$ cat src/logic/fdsr_pkg.sv
// Constants shared by the floppy status and drive output register bank.
package fdsr_pkg;

	// ****************************************
	// Host I/O addresses
	// ****************************************
	localparam int               ADDR_W          = 10;
	localparam logic [ADDR_W-1:0] ADDR_STATUS_A   = 10'h3f0;
	localparam logic [ADDR_W-1:0] ADDR_STATUS_B   = 10'h3f1;
	localparam logic [ADDR_W-1:0] ADDR_OUT_CTRL   = 10'h3f2;

	// ****************************************
	// Output control field positions
	// ****************************************
	localparam int DOC_SEL_LO   = 0;
	localparam int DOC_SEL_HI   = 1;
	localparam int DOC_RESET_N  = 2;
	localparam int DOC_DMA_GATE = 3;
	localparam int DOC_MOTOR_LO = 4;
	localparam int DOC_MOTOR_HI = 7;

	// Reset values and fixed status B bits.
	localparam logic [7:0] DOC_RESET_VAL = 8'h00;
	localparam logic [1:0] SRB_RSVD_ONES = 2'h3;
	localparam logic [7:0] BYTE_ZERO     = 8'h00;

	// ****************************************
	// Compatibility modes
	// ****************************************
	typedef enum logic [1:0] {
		MODE_BASIC = 2'b00,
		MODE_ENH   = 2'b01,
		MODE_ALT   = 2'b10
	} fdsr_mode_type;

	// ****************************************
	// Timing
	// ****************************************
	localparam int CLK_PERIOD_NS     = 25;
	localparam int SOFT_RESET_MIN_NS = 100;
	localparam int SOFT_RESET_CYC    =
		(SOFT_RESET_MIN_NS + CLK_PERIOD_NS - 1) / CLK_PERIOD_NS;
	localparam int CNT_W             = 3;
	localparam logic [CNT_W-1:0] CNT_ZERO = 3'h0;

endpackage : fdsr_pkg

$ cat src/logic/fdsr_regs.sv
// Floppy controller status registers A and B and drive output control register.
//
// Overview of operation
// - Basic mode: status A read floats bus.
// - Enhanced A bit0: head direction, resets zero.
// - Enhanced A: irq, drive2, step, track0 bits.
// - Enhanced A: head side, index, write protect.
// - Alternate A: inverted bits, DMA request.
// - Alternate A bit5: step latch, cleared.
// - Basic mode: status B read floats bus.
// - Enhanced B bits 6,7 read one.
// - Enhanced B bits 0,1: motor outputs.
// - Enhanced B bit2: live write gate.
// - Enhanced B bits 3,4: data toggles.
// - Enhanced B bit5 mirrors drive select.
// - Alternate B: drive selects active low.
// - Alternate B bit2: write gate latch.
// - Alternate B bits 3,4: data latches.
// - Output control: hard reset zero, writable.
// - Low bits decode one of four drives.
// - Bit2 zero holds soft reset.
// - Soft reset lasts at least 100ns.
// - Basic/alternate: bit3 gates DMA, irq pins.
// - Enhanced: DMA, irq pins always enabled.
// - Bits 4-7 drive motor outputs.

`timescale 1ns/100ps
`default_nettype none

module fdsr_regs (
	input  wire logic                      ref_clk,
	input  wire logic                      reset,
	// Host I/O pins.
	input  wire logic [fdsr_pkg::ADDR_W-1:0] hostAddr,
	input  wire logic                      hostRd_n,
	input  wire logic                      hostWr_n,
	input  wire logic [7:0]                hostDataIn,
	output logic      [7:0]                hostDataOut,
	output logic                           hostDataOe,
	// Configuration and controller-side signals.
	input  wire fdsr_pkg::fdsr_mode_type   compatMode,
	input  wire logic                      floppyIrqOut,
	input  wire logic                      dmaReqOut,
	input  wire logic                      stepOut,
	input  wire logic                      dirOut,
	input  wire logic                      headSideSelect,
	input  wire logic                      writeGate,
	input  wire logic                      writeData_n,
	input  wire logic                      inputRegRead,
	// Drive interface inputs.
	input  wire logic                      secondDrivePresent_n,
	input  wire logic                      trackZero_n,
	input  wire logic                      indexPulse_n,
	input  wire logic                      writeProtect_n,
	input  wire logic                      readData_n,
	// Drive and controller outputs.
	output logic      [3:0]                driveSelectLine,
	output logic      [3:0]                motorOn,
	output logic                           softReset_n,
	output logic                           dmaIrqPinEnable
);

	// ****************************************
	// Functions
	// ****************************************

	// Turns a binary drive number into a one-hot select.
	function automatic logic [3:0] driveDecode(input logic [1:0] num);
		logic [3:0] hot;
		hot = 4'h0;
		hot[num] = 1'b1;
		return hot;
	endfunction : driveDecode

	// ****************************************
	// Pin synchronisers
	// ****************************************
	logic [fdsr_pkg::ADDR_W-1:0] addrMeta_reg;
	logic [fdsr_pkg::ADDR_W-1:0] addrSync_reg;
	logic [7:0]                  dataMeta_reg;
	logic [7:0]                  dataSync_reg;
	logic                        rdMeta_reg;
	logic                        rdSync_reg;
	logic                        wrMeta_reg;
	logic                        wrSync_reg;
	logic                        wrPrev_reg;
	logic [4:0]                  pinMeta_reg;
	logic [4:0]                  pinSync_reg;
	logic                        readDataPrev_reg;

	// Every host and drive pin passes two flip-flops before use.
	always_ff @(posedge ref_clk) begin
		addrMeta_reg <= hostAddr;
		addrSync_reg <= addrMeta_reg;
		dataMeta_reg <= hostDataIn;
		dataSync_reg <= dataMeta_reg;
		rdMeta_reg   <= ~hostRd_n;
		rdSync_reg   <= rdMeta_reg;
		wrMeta_reg   <= ~hostWr_n;
		wrSync_reg   <= wrMeta_reg;
		pinMeta_reg  <= {readData_n, secondDrivePresent_n, trackZero_n,
			indexPulse_n, writeProtect_n};
		pinSync_reg  <= pinMeta_reg;
	end

	// Named views of the synchronised drive pins.
	wire logic wpSync_n    = pinSync_reg[0];
	wire logic indexSync_n = pinSync_reg[1];
	wire logic trk0Sync_n  = pinSync_reg[2];
	wire logic drv2Sync_n  = pinSync_reg[3];
	wire logic rdataSync_n = pinSync_reg[4];

	// ****************************************
	// Address decode
	// ****************************************
	wire logic hitStatusA = (addrSync_reg == fdsr_pkg::ADDR_STATUS_A);
	wire logic hitStatusB = (addrSync_reg == fdsr_pkg::ADDR_STATUS_B);
	wire logic hitOutCtrl = (addrSync_reg == fdsr_pkg::ADDR_OUT_CTRL);
	wire logic writeStrobe = wrSync_reg & ~wrPrev_reg;
	wire logic isBasic = (compatMode == fdsr_pkg::MODE_BASIC);
	wire logic isEnh   = (compatMode == fdsr_pkg::MODE_ENH);

	// ****************************************
	// Drive output control register
	// ****************************************
	logic [7:0] driveOutputControl_reg;
	logic [7:0] driveOutputControl_next;

	// Writes are taken on the leading edge of the write strobe.
	assign driveOutputControl_next = (writeStrobe && hitOutCtrl) ?
		dataSync_reg : driveOutputControl_reg;

	// Only a hardware reset clears it; soft reset never touches it.
	always_ff @(posedge ref_clk) begin
		if (reset) begin
			driveOutputControl_reg <= fdsr_pkg::DOC_RESET_VAL;
			wrPrev_reg             <= 1'b0;
		end else begin
			driveOutputControl_reg <= driveOutputControl_next;
			wrPrev_reg             <= wrSync_reg;
		end
	end

	wire logic [1:0] driveNum =
		driveOutputControl_reg[fdsr_pkg::DOC_SEL_HI:fdsr_pkg::DOC_SEL_LO];
	wire logic [3:0] driveHot = driveDecode(driveNum);
	wire logic [3:0] motorBits =
		driveOutputControl_reg[fdsr_pkg::DOC_MOTOR_HI:fdsr_pkg::DOC_MOTOR_LO];
	wire logic resetBit = driveOutputControl_reg[fdsr_pkg::DOC_RESET_N];
	wire logic dmaGateBit = driveOutputControl_reg[fdsr_pkg::DOC_DMA_GATE];

	// ****************************************
	// Drive select and motor outputs
	// ****************************************
	logic [3:0] driveSelect_reg;
	logic [3:0] motorOn_reg;

	// One flip-flop per drive for each of its select and motor lines.
	for (genvar d = 0; d < 4; d++) begin : g_drive
		always_ff @(posedge ref_clk) begin
			if (reset) begin
				driveSelect_reg[d] <= 1'b0;
				motorOn_reg[d]     <= 1'b0;
			end else begin
				driveSelect_reg[d] <= driveHot[d];
				motorOn_reg[d]     <= motorBits[d];
			end
		end
	end

	// ****************************************
	// Software reset stretcher
	// ****************************************
	logic [fdsr_pkg::CNT_W-1:0] resetCnt_reg;
	logic [fdsr_pkg::CNT_W-1:0] resetCnt_next;
	logic                       softReset_n_reg;

	// While the bit is zero the counter reloads, so the reset output
	// stays low for the minimum width even after a quick rewrite.
	assign resetCnt_next = !resetBit ?
		fdsr_pkg::CNT_W'(fdsr_pkg::SOFT_RESET_CYC) :
		(resetCnt_reg != fdsr_pkg::CNT_ZERO) ?
		resetCnt_reg - 1'b1 : resetCnt_reg;

	// The controller stays in reset until the bit is one and the count ends.
	always_ff @(posedge ref_clk) begin
		if (reset) begin
			resetCnt_reg    <= fdsr_pkg::CNT_W'(fdsr_pkg::SOFT_RESET_CYC);
			softReset_n_reg <= 1'b0;
		end else begin
			resetCnt_reg    <= resetCnt_next;
			softReset_n_reg <= resetBit &
				(resetCnt_reg == fdsr_pkg::CNT_ZERO);
		end
	end

	// ****************************************
	// DMA and interrupt pin gating
	// ****************************************
	logic dmaIrqEnable_reg;

	// Enhanced mode keeps the pins enabled even through reset.
	always_ff @(posedge ref_clk) begin
		if (reset) begin
			dmaIrqEnable_reg <= isEnh;
		end else begin
			dmaIrqEnable_reg <= isEnh | dmaGateBit;
		end
	end

	// ****************************************
	// Edge detectors
	// ****************************************
	logic stepPrev_reg;
	logic wgatePrev_reg;
	logic wdataPrev_reg;

	// Previous values for edge detection; all on the block clock.
	always_ff @(posedge ref_clk) begin
		if (reset) begin
			stepPrev_reg     <= 1'b0;
			wgatePrev_reg    <= 1'b0;
			wdataPrev_reg    <= 1'b1;
			readDataPrev_reg <= 1'b1;
		end else begin
			stepPrev_reg     <= stepOut;
			wgatePrev_reg    <= writeGate;
			wdataPrev_reg    <= writeData_n;
			readDataPrev_reg <= rdataSync_n;
		end
	end

	// Data inputs are active low, so the inactive edge is rising.
	wire logic stepRise  = stepOut & ~stepPrev_reg;
	wire logic wgateRise = writeGate & ~wgatePrev_reg;
	wire logic wdataIdle = writeData_n & ~wdataPrev_reg;
	wire logic rdataIdle = rdataSync_n & ~readDataPrev_reg;

	// ****************************************
	// Toggles and latches
	// ****************************************
	logic rdToggle_reg;
	logic wdToggle_reg;
	logic stepLatch_reg;
	logic wgLatch_reg;
	logic rdLatch_reg;
	logic wdLatch_reg;

	// Toggles flip on each inactive data edge.
	always_ff @(posedge ref_clk) begin
		if (reset) begin
			rdToggle_reg <= 1'b0;
			wdToggle_reg <= 1'b0;
		end else begin
			rdToggle_reg <= rdToggle_reg ^ rdataIdle;
			wdToggle_reg <= wdToggle_reg ^ wdataIdle;
		end
	end

	// Latches set on their edge; a set in the clearing cycle wins.
	always_ff @(posedge ref_clk) begin
		if (reset) begin
			stepLatch_reg <= 1'b0;
			wgLatch_reg   <= 1'b0;
			rdLatch_reg   <= 1'b0;
			wdLatch_reg   <= 1'b0;
		end else begin
			stepLatch_reg <= stepRise |
				(stepLatch_reg & ~inputRegRead & softReset_n_reg);
			wgLatch_reg   <= wgateRise | (wgLatch_reg & ~inputRegRead);
			rdLatch_reg   <= rdataIdle | (rdLatch_reg & ~inputRegRead);
			wdLatch_reg   <= wdataIdle | (wdLatch_reg & ~inputRegRead);
		end
	end

	// ****************************************
	// Status register layouts
	// ****************************************
	wire logic [7:0] statusAEnh = {floppyIrqOut, drv2Sync_n, stepOut,
		trk0Sync_n, headSideSelect, indexSync_n, wpSync_n,
		dirOut};

	wire logic [7:0] statusAAlt = {floppyIrqOut, dmaReqOut,
		stepLatch_reg, ~trk0Sync_n, ~headSideSelect, ~indexSync_n,
		~wpSync_n, ~dirOut};

	wire logic [7:0] statusBEnh = {fdsr_pkg::SRB_RSVD_ONES,
		driveOutputControl_reg[fdsr_pkg::DOC_SEL_LO],
		wdToggle_reg, rdToggle_reg,
		writeGate,
		motorOn_reg[1], motorOn_reg[0]};

	wire logic [7:0] statusBAlt = {drv2Sync_n, ~driveSelect_reg[1],
		~driveSelect_reg[0], wdLatch_reg, rdLatch_reg, wgLatch_reg,
		~driveSelect_reg[3], ~driveSelect_reg[2]};

	// ****************************************
	// Read path
	// ****************************************
	wire logic hitStatus = hitStatusA | hitStatusB;

	// Basic mode leaves the status addresses to float.
	wire logic readDrive = rdSync_reg &
		((hitStatus & ~isBasic) | hitOutCtrl);

	wire logic [7:0] statusA = isEnh ? statusAEnh : statusAAlt;
	wire logic [7:0] statusB = isEnh ? statusBEnh : statusBAlt;
	wire logic [7:0] readMux = hitStatusA ? statusA :
		hitStatusB ? statusB : driveOutputControl_reg;

	logic [7:0] dataOut_reg;
	logic       dataOe_reg;

	// Read data and its enable are registered for the pins.
	always_ff @(posedge ref_clk) begin
		if (reset) begin
			dataOut_reg <= fdsr_pkg::BYTE_ZERO;
			dataOe_reg  <= 1'b0;
		end else begin
			dataOut_reg <= readDrive ? readMux : fdsr_pkg::BYTE_ZERO;
			dataOe_reg  <= readDrive;
		end
	end

	// ****************************************
	// Outputs
	// ****************************************
	assign hostDataOut     = dataOut_reg;
	assign hostDataOe      = dataOe_reg;
	assign driveSelectLine = driveSelect_reg;
	assign motorOn         = motorOn_reg;
	assign softReset_n     = softReset_n_reg;
	assign dmaIrqPinEnable = dmaIrqEnable_reg;

endmodule : fdsr_regs

`default_nettype wire

$ cat config.mk
export PLATFORM = sky130hd
export DESIGN_NAME = fdsr_regs
export DESIGN_NICKNAME = d
export VERILOG_FILES = /design/src/logic/fdsr_pkg.sv /design/src/logic/fdsr_regs.sv
export SDC_FILE = /design/constraint.sdc
export NUM_CORES = 1
export LEC_CHECK = 0
export ABC_AREA = 0
export ABC_CLOCK_PERIOD_IN_PS = 2100
export BUFFER_PORTS_ARGS = -buffer_cell sky130_fd_sc_hd__buf_2
export CAP_MARGIN = 40
export CORE_UTILIZATION = 40
export CTS_CLUSTER_SIZE = 25
export DETAILED_ROUTE_END_ITERATION = 8
export SLEW_MARGIN = 20
export SYNTH_ARGS = -nofsm -noshare
export SYNTH_HDL_FRONTEND = slang
export SYNTH_SLANG_ARGS = --single-unit
$ cat constraint.sdc
create_clock -name ref_clk -period 2.1 [get_ports ref_clk]
set_clock_uncertainty 0.2 [all_clocks]
set_input_delay 0.21 -clock ref_clk [delete_from_list [all_inputs] [get_ports ref_clk]]
set_output_delay 0.21 -clock ref_clk [all_outputs]
set_load 0.02 [all_outputs]
* Yosys cells after proc, flatten, opt, wreduce, memory -nomap -nowiden
Index checks and enable logic that the tools add are counted.
Storage, ports and cells: bits in registers 91, input bits 37, output and inout bits 19, logic and storage cells 98
Operators by class: add/subtract/negate cells 1, order comparisons 2, eq/ne operators 4, mux-type cells 7, bitwise gates (word level) 42, reduce and logical (&&, ||, !) cells 7
Operator list (count):
- 10-bit == test (second input constant) | 3
- 8-bit 2-to-1 mux | 3
- 1-bit NOT | 20
- 1-bit bitwise AND | 13
- 7-bit 2-to-1 mux | 1
- 1-bit OR | 7
- 2-bit OR reduction | 2
- 3-bit logical NOT | 1
- 2-bit by 3-bit < comparator with 1-bit output (second input constant) | 1
- 3-bit nonzero test | 1
- 3-bit by 1-bit subtractor with 3-bit output (second input constant) | 1
- 1-bit demux with 2-bit select | 1
- 2-bit by 1-bit == test with 1-bit output (second input constant) | 1
- 2-bit by 1-bit greater-or-equal comparator with 1-bit output (second input constant) | 1
- 1-bit logical AND | 2
- 2-bit logical NOT | 1
- 1-bit 2-to-1 mux | 2
- 1-bit bitwise XOR | 2

* Longest topological paths before layout
Gate-level depths: netlist (run 1).
word-level depth 7, depth in mapped cells 5, depth with buffers taken out 5

* Worst setup path before layout (run 1)
Ideal clock, no wire load.
kind reg-to-reg, from reg addrSync_reg[2] (netlist bit), to reg driveOutputControl_reg[0], setup time 0.128 ns, data arrival time 1.257 ns, required time 1.772 ns, setup slack 0.516 ns, cell stages (with the launch flop) 5, path buffers 0, period minus slack after synthesis 1.584 ns, cells stage by stage dfxtp_1 nand4bb_4 nor3_4 mux2i_1 nor2_1
On the way: longest elaborated chain between the ends 2
Ends and longest elaborated chain:
- start, declared | line fdsr_regs.sv:79 | logic [fdsr_pkg::ADDR_W-1:0] addrSync_reg;
- start signal, assigned | line fdsr_regs.sv:94 | addrSync_reg <= addrMeta_reg;
- 10-bit == test | line fdsr_regs.sv:118 | wire logic hitOutCtrl = (addrSync_reg == fdsr_pkg::ADDR_OUT_CTRL);
- 1-bit logical AND | line fdsr_regs.sv:130 | assign driveOutputControl_next = (writeStrobe && hitOutCtrl) ?
- end signal, assigned | line fdsr_regs.sv:136 | driveOutputControl_reg <= fdsr_pkg::DOC_RESET_VAL;
- end signal, assigned | line fdsr_regs.sv:139 | driveOutputControl_reg <= driveOutputControl_next;
- end, declared | line fdsr_regs.sv:126 | logic [7:0] driveOutputControl_reg;
Every way passes these cells. A chain may end at the register's enable or synchronous reset.

* Final worst setup path (run 1)
from reg addrSync_reg[1] (netlist bit), to reg driveOutputControl_reg[4]
Same word-level chain as after synthesis.

==> results.py, run 1 <==
metrics = {
    "global_route": {
        "grt_pass1_wl_um": 8320,
        "antenna_found_initial": 0,
        "grt-ovfl-total": 0,
        "grt_pass1_vias": 1747,
        "grtUsageTotal_pct": 16.0,
        "grt_max_degree": 31,
        "grtUsageMet3_pct": 7.02,
        "met2_usage_pct": 25.9,
        "grt_use_met1_pct": 19.0,
        "gr-max-usage-layer": "met2",
    },
    "timing": {
        "tns_ns": 0,
        "finalSetupViolations": 0,
        "drv_slew": 0,
        "rsz0062_at_grt": "false",
        "hold_viol": 0,
        "period_share_pct": 86.3,
        "tightest_slew_ns": 0.578,
        "min_period_ns": 1.81,
        "maxSlewHeadroom_pct": 61.2,
        "max_freq_ghz": 0.552,
    },
    "layout": {
        "area_growth_pct": 33.8,
        "final_cells": 394,
        "drive_above_1_share_pct": 27.8,
        "diodes": 0,
        "fillers": 554,
        "finalNetCount": 351,
    },
    "floorplan": {
        "pin_count": 56,
        "core_mm2": 0.00642,
        "rows": 29,
        "die_w_um": 84.0,
        "die_y_um": 84.0,
        "die_area_mm2": 0.00705,
        "start_util_pct": 41.9,
    },
    "setup_path": {
        "worst-setup-path-type": "flip-flop to flip-flop",
        "setup.worst_path.start_class": "flip-flop",
        "end_kind": "flip-flop",
        "critical_path.cell_chain": "nand4bb_1 > nor3_4 > buf_4 > mux2i_1 > nor2_1",
        "rr_worst_depth": 5,
        "cp_slowest_stage_delay_ns": 0.62,
        "arrival_ns": 1.84,
        "crit_path_top_delay_cell": "dfxtp_1",
        "cp.required_ns": 2.13,
        "cp_max_fo": 9,
    },
    "routing": {
        "dr_total_vias": 1743,
        "wl_per_cell_um": 12.8,
        "wirelength_um": 5030,
        "firstDrtPassIters": 6,
        "drt_iter0_drc": 112,
        "drc": 10,
        "antenna_left": 0,
        "vias_per_cell": 4.42,
    },
    "outcome": {
        "status": "complete, but fails checks",
        "violations": "design-rule violations",
    },
    "flow_run": {
        "maxCapViolCount": 0,
    },
    "synth": {
        "yosysSeqAreaShare_pct": 67.8,
        "syn-cell-area_mm2": 0.00269,
        "ys_ff_latch": 91,
        "synth_enable_flop_cells": 0,
        "synth_area_per_cell_um2": 12.2,
        "async_reset_ff_share_pct": 0,
        "yosys_warnings": 0,
        "ys.flop_type": "dfxtp_1",
        "netlist_instances": 221,
        "ys_types": 37,
        "syn_nets": 260,
    },
    "pwr": {
        "p_leak_nw": 1.52,
        "cellPowerDensity_mw_per_mm2": 936,
        "ir_worst_vdd_v": 0.000542,
    },
    "clock_tree": {
        "cts_tree": "built",
        "htreeDepth": 3,
        "numCtsBuffers": 9,
        "cts_root_buffer": "clkbuf_8",
        "clk_pin_slew_worst_paths_ns": 0.08,
        "cts_sinks": 91,
        "clockBufferDepth": 2,
        "clock_latency_ns": 0.35,
        "cts_setup_buffers": 0,
    },
    "placed_design": {
        "port_buffers": 55,
        "dp_hpwl_um": 3210,
        "gp_congestion": 0.738,
        "dp.cells": 348,
    },
    "hold_path": {
        "hold_path_class": "primary input to flip-flop",
        "hold_path_depth": 4,
    },
}
## worst max-delay path: cells and delay by family (launching register included)
| kind | cells | cell delay (ns) |
|---|---|---|
| buf+inv | 1 | 0.24 |
| flops | 1 | 0.62 |
| mux | 1 | 0.21 |
| simple gates | 3 | 0.41 |
## cell families (layout without fill, tap and decap cells)
logic type      Yosys count  after routing  share of synthesized area (%)
simple gates             69             69                           14.8
fa+ha+maj                 2              2                          0.931
xor+xnor                  8              8                           2.61
compound gates           19             19                           5.35
mux                      14             14                           5.86
buf+inv                  18            114                           2.70
flops                    91             91                           67.8
## per-stage QoR
| step | hold WS [ns] | utilization, % | instance area (µm²) | power [mW] | setup slack [ns] |
|---|---|---|---|---|---|
| floorplan | 0.0377 | - | 2690 | 1.91 | 0.516 |
| global placement | 0.111 | 47.5 | 3050 | 1.96 | 0.328 |
| detailed placement | 0.112 | 47.5 | 3050 | 1.97 | 0.331 |
| CTS | 0.00604 | 56.0 | 3600 | 3.41 | 0.282 |
| global route | 0.0447 | 56.0 | 3600 | 3.51 | 0.145 |
| finish | 0.0306 | 56.0 | 3600 | 3.37 | 0.288 |
## cells in the mapped netlist (all sizes together) (5+ instances only)
| cell | n | area share (%) |
|---|---|---|
| a21oi | 5 | 0.93 |
| a31oi | 6 | 1.4 |
| clkbuf | 5 | 0.70 |
| dfxtp | 91 | 68 |
| inv | 10 | 1.4 |
| mux2i | 9 | 3.4 |
| nand2 | 16 | 2.2 |
| nand3 | 5 | 0.93 |
| nor2 | 19 | 2.7 |
| nor2b | 10 | 2.3 |
| xnor2 | 8 | 2.6 |
## per-layer routing
layer | up-vias | part of all wire (%)
met5 | - | 0
met4 | 0 | 1.5
met3 | 6 | 5.1
met2 | 40 | 47
met1 | 787 | 47
li1 | 910 | -
## timing repair
| action | 4_1_cts | 5_1_grt |
|---|---|---|
| endpoints found under the hold margin | 31 | 0 |
| gates resized for setup | 0 | 0 |
| hold buffers | 30 | 0 |
## power by group
part | internal, mW | switching [mW] | leakage (nW)
clock network | 0.824 | 0.576 | 0.123
logic | 0.0962 | 0.0581 | 0.643
registers | 1.79 | 0.0255 | 0.755
total | 2.71 | 0.660 | 1.52
## layout by cell type (no fill, tap or decap), types with 2 or more instances in the layout
cell type / synthesis / layout
bufinv_16: 0 / 3
inv_1: 10 / 10
nand2_1: 16 / 16
mux2i_1: 9 / 9
buf_4: 1 / 3
nand3_1: 5 / 5
ha_1: 2 / 2
nor2b_1: 10 / 10
clkbuf_8: 0 / 10
dfxtp_1: 91 / 91
a21oi_1: 5 / 5
mux2_2: 4 / 4
buf_2: 1 / 55
or2_2: 2 / 2
xnor2_1: 8 / 8
a31oi_1: 6 / 6
o2111ai_1: 2 / 2
nor2_1: 19 / 19
dlygate4sd3_1: 0 / 30
nor3b_1: 2 / 2
nand2b_1: 4 / 4
nor3_1: 2 / 2
## cell type report
cell class	instances	area, µm²	share of cell area (%)
Clock buffer	10	138	3.83
Clock inverter	6	111	3.10
Inverter	10	37.5	1.04
Multi-Input combinational cell	112	795	22.1
Sequential cell	91	1820	50.6
Tap cell	77	96.3	2.68
Timing Repair Buffer	88	598	16.6
## path summary, 6_finish.rpt
check,start,to,slack [ns]
max,addrSync_reg[1],driveOutputControl_reg[4],0.29
min,headSideSelect,hostDataOut[3],0.03
max reg2reg,addrSync_reg[1],driveOutputControl_reg[4],0.29
min reg2reg,addrMeta_reg[2],addrSync_reg[2],0.13
Power figures use the tool's default switching activity.
==> run 2, diff against run 1 <==
--- a/config.mk
+++ b/config.mk
@@ -7,11 +7,11 @@
 export LEC_CHECK = 0
 export ABC_AREA = 0
 export ABC_CLOCK_PERIOD_IN_PS = 2100
-export BUFFER_PORTS_ARGS = -buffer_cell sky130_fd_sc_hd__buf_2
 export CAP_MARGIN = 40
 export CORE_UTILIZATION = 40
 export CTS_CLUSTER_SIZE = 25
 export DETAILED_ROUTE_END_ITERATION = 8
+export DONT_BUFFER_PORTS = 1
 export SLEW_MARGIN = 20
 export SYNTH_ARGS = -nofsm -noshare
 export SYNTH_HDL_FRONTEND = slang
==> results.py, run 2 (synthesized netlist as in run 1, its figures left out) <==
metrics = {
    "outcome": {
        "status": "complete, but fails checks",
        "violations": "design-rule violations",
    },
    "timing": {
        "rsz0062_at_grt": "false",
        "tightest_slew_ns": 0.697,
        "fin_ws_ns": 0.297,
        "drv_slew": 0,
        "max_freq_ghz": 0.555,
        "maxSlewHeadroom_pct": 53.2,
        "finalSetupViolations": 0,
        "hold_viol": 0,
        "period_share_pct": 85.8,
        "min_period_ns": 1.80,
        "tns_ns": 0,
    },
    "placed_design": {
        "gp_congestion": 0.747,
        "port_buffers": 0,
        "dp_hpwl_um": 3220,
        "dp_slack_ns": 0.323,
    },
    "clock_tree": {
        "cts_setup_buffers": 0,
        "cts_resized": 0,
        "htreeDepth": 3,
        "clock_latency_ns": 0.35,
        "holdBufCountCts": 35,
        "numCtsBuffers": 9,
        "cts_sinks": 91,
        "cts_tree": "built",
        "clockBufferDepth": 2,
        "clk_pin_slew_worst_paths_ns": 0.08,
        "cts_root_buffer": "clkbuf_8",
    },
    "setup_path": {
        "worstReg2RegEnd": "hostDataOut[1]",
        "cp_slowest_stage_delay_ns": 0.63,
        "crit_start": "addrSync_reg[2]",
        "end_kind": "flip-flop",
        "cp.required_ns": 2.17,
        "setup.worst_path.start_class": "flip-flop",
        "crit_path_top_delay_cell": "nor4_2",
        "arrival_ns": 1.88,
        "r2r_slack_ns": 0.30,
        "worst-setup-path-type": "flip-flop to flip-flop",
        "cp_max_fo": 6,
        "rr_worst_depth": 4,
        "critical_path.cell_chain": "nand4bb_4 > nor4_2 > nand2_1 > a31oi_1",
        "r2r-start": "addrSync_reg[2]",
    },
    "global_route": {
        "antenna_found_initial": 0,
        "grt_max_degree": 31,
        "grtUsageTotal_pct": 15.4,
        "grt_pass1_wl_um": 8030,
        "grt_pass1_vias": 1629,
        "grt-ovfl-total": 0,
    },
    "floorplan": {
        "die_area_mm2": 0.00705,
        "core_mm2": 0.00642,
        "die_w_um": 84.0,
        "die_y_um": 84.0,
        "start_util_pct": 41.9,
        "pin_count": 56,
        "rows": 29,
    },
    "routing": {
        "antenna_left": 0,
        "dr_total_vias": 1593,
        "drc": 10,
        "wl_per_cell_um": 14.1,
        "firstDrtPassIters": 6,
        "drt_iter0_drc": 94,
        "wirelength_um": 4860,
        "vias_per_cell": 4.63,
    },
    "pwr": {
        "seqPwrFrac_pct": 59.9,
        "switchingPower_mw": 0.634,
        "sw_frac_of_total_pct": 20.9,
        "internal_power_mw": 2.40,
        "cellPowerDensity_mw_per_mm2": 918,
        "pwr-share-clk_pct": 36.0,
        "p_leak_nw": 1.28,
        "ir_worst_vdd_v": 0.000548,
        "power_frac_comb_pct": 4.1,
    },
    "hold_path": {
        "hold_path_depth": 3,
        "hold_path_class": "primary input to flip-flop",
        "hold_path.startpoint": "dmaReqOut",
        "min_to": "hostDataOut[6]",
    },
    "layout": {
        "post-route-util_pct": 51.5,
        "drive_above_1_share_pct": 12.7,
        "finalNetCount": 302,
        "final_common_cell": "dfxtp_1",
        "area_growth_pct": 23.0,
        "diodes": 0,
        "layout_common_cells": "91 x dfxtp_1, 34 x dlygate4sd3_1, 19 x nor2_1, 16 x nand2_1",
    },
    "flow_run": {
        "maxCapViolCount": 0,
    },
}
==> run 2: how the worst max path moves through the flow <==
stage | end | cells after the start
finish | hostDataOut[1] | 4
global route | hostDataOut[6] | 4
CTS | wgatePrev_reg | 3
detailed placement | hostDataOut[3] | 4
global placement | hostDataOut[1] | 4
floorplan | driveOutputControl_reg[0] | 4
==> run 2: metrics by stage <==
step	std cells	hold WS, ns	total power [mW]	area (µm²)
floorplan	221	0.0377	1.91	2690
CTS	344	0.00203	3.07	3310
global placement	294	0.0378	1.92	2780
finish	344	0.0188	3.04	3310
global route	344	0.0552	3.18	3310
detailed placement	294	0.0377	1.92	2780
==> run 2: metal layers <==
layer | GRT usage [%] | share of wire, % | vias up
li1 | - | - | 810
met1 | 18.8 | 48 | 736
met2 | 23.6 | 45 | 41
met3 | 6.63 | 5.8 | 6
met4 | 6.58 | 1.1 | 0
met5 | 0 | 0 | -
==> run 2: final cells by class <==
cell class	count	area, µm²
clock buffers	9	124
clock inverters	6	57.6
fillers	562	3120
inverters	10	37.5
multi-input cells	112	795
flip-flops and latches	91	1820
well taps	77	96.3
repair buffers	39	375
==> run 2: power by group through the flow <==
| stage | logic (mW) | registers (mW) | clock network (mW) |
|---|---|---|---|
| finish | 0.125 | 1.82 | 1.09 |
| global route | 0.136 | 1.83 | 1.22 |
| CTS | 0.125 | 1.82 | 1.13 |
| detailed placement | 0.0643 | 1.86 | 0 |
| global placement | 0.0634 | 1.86 | 0 |
| floorplan | 0.0652 | 1.85 | 0 |
==> run 2: worst max-delay path, delay by kind of cell, from the launching register on <==
| family | cells | cell delay, ns |
|---|---|---|
| AND/OR/NAND/NOR | 3 | 1.02 |
| flip-flops | 1 | 0.31 |
| AO/OA/AOI/OAI | 1 | 0.19 |
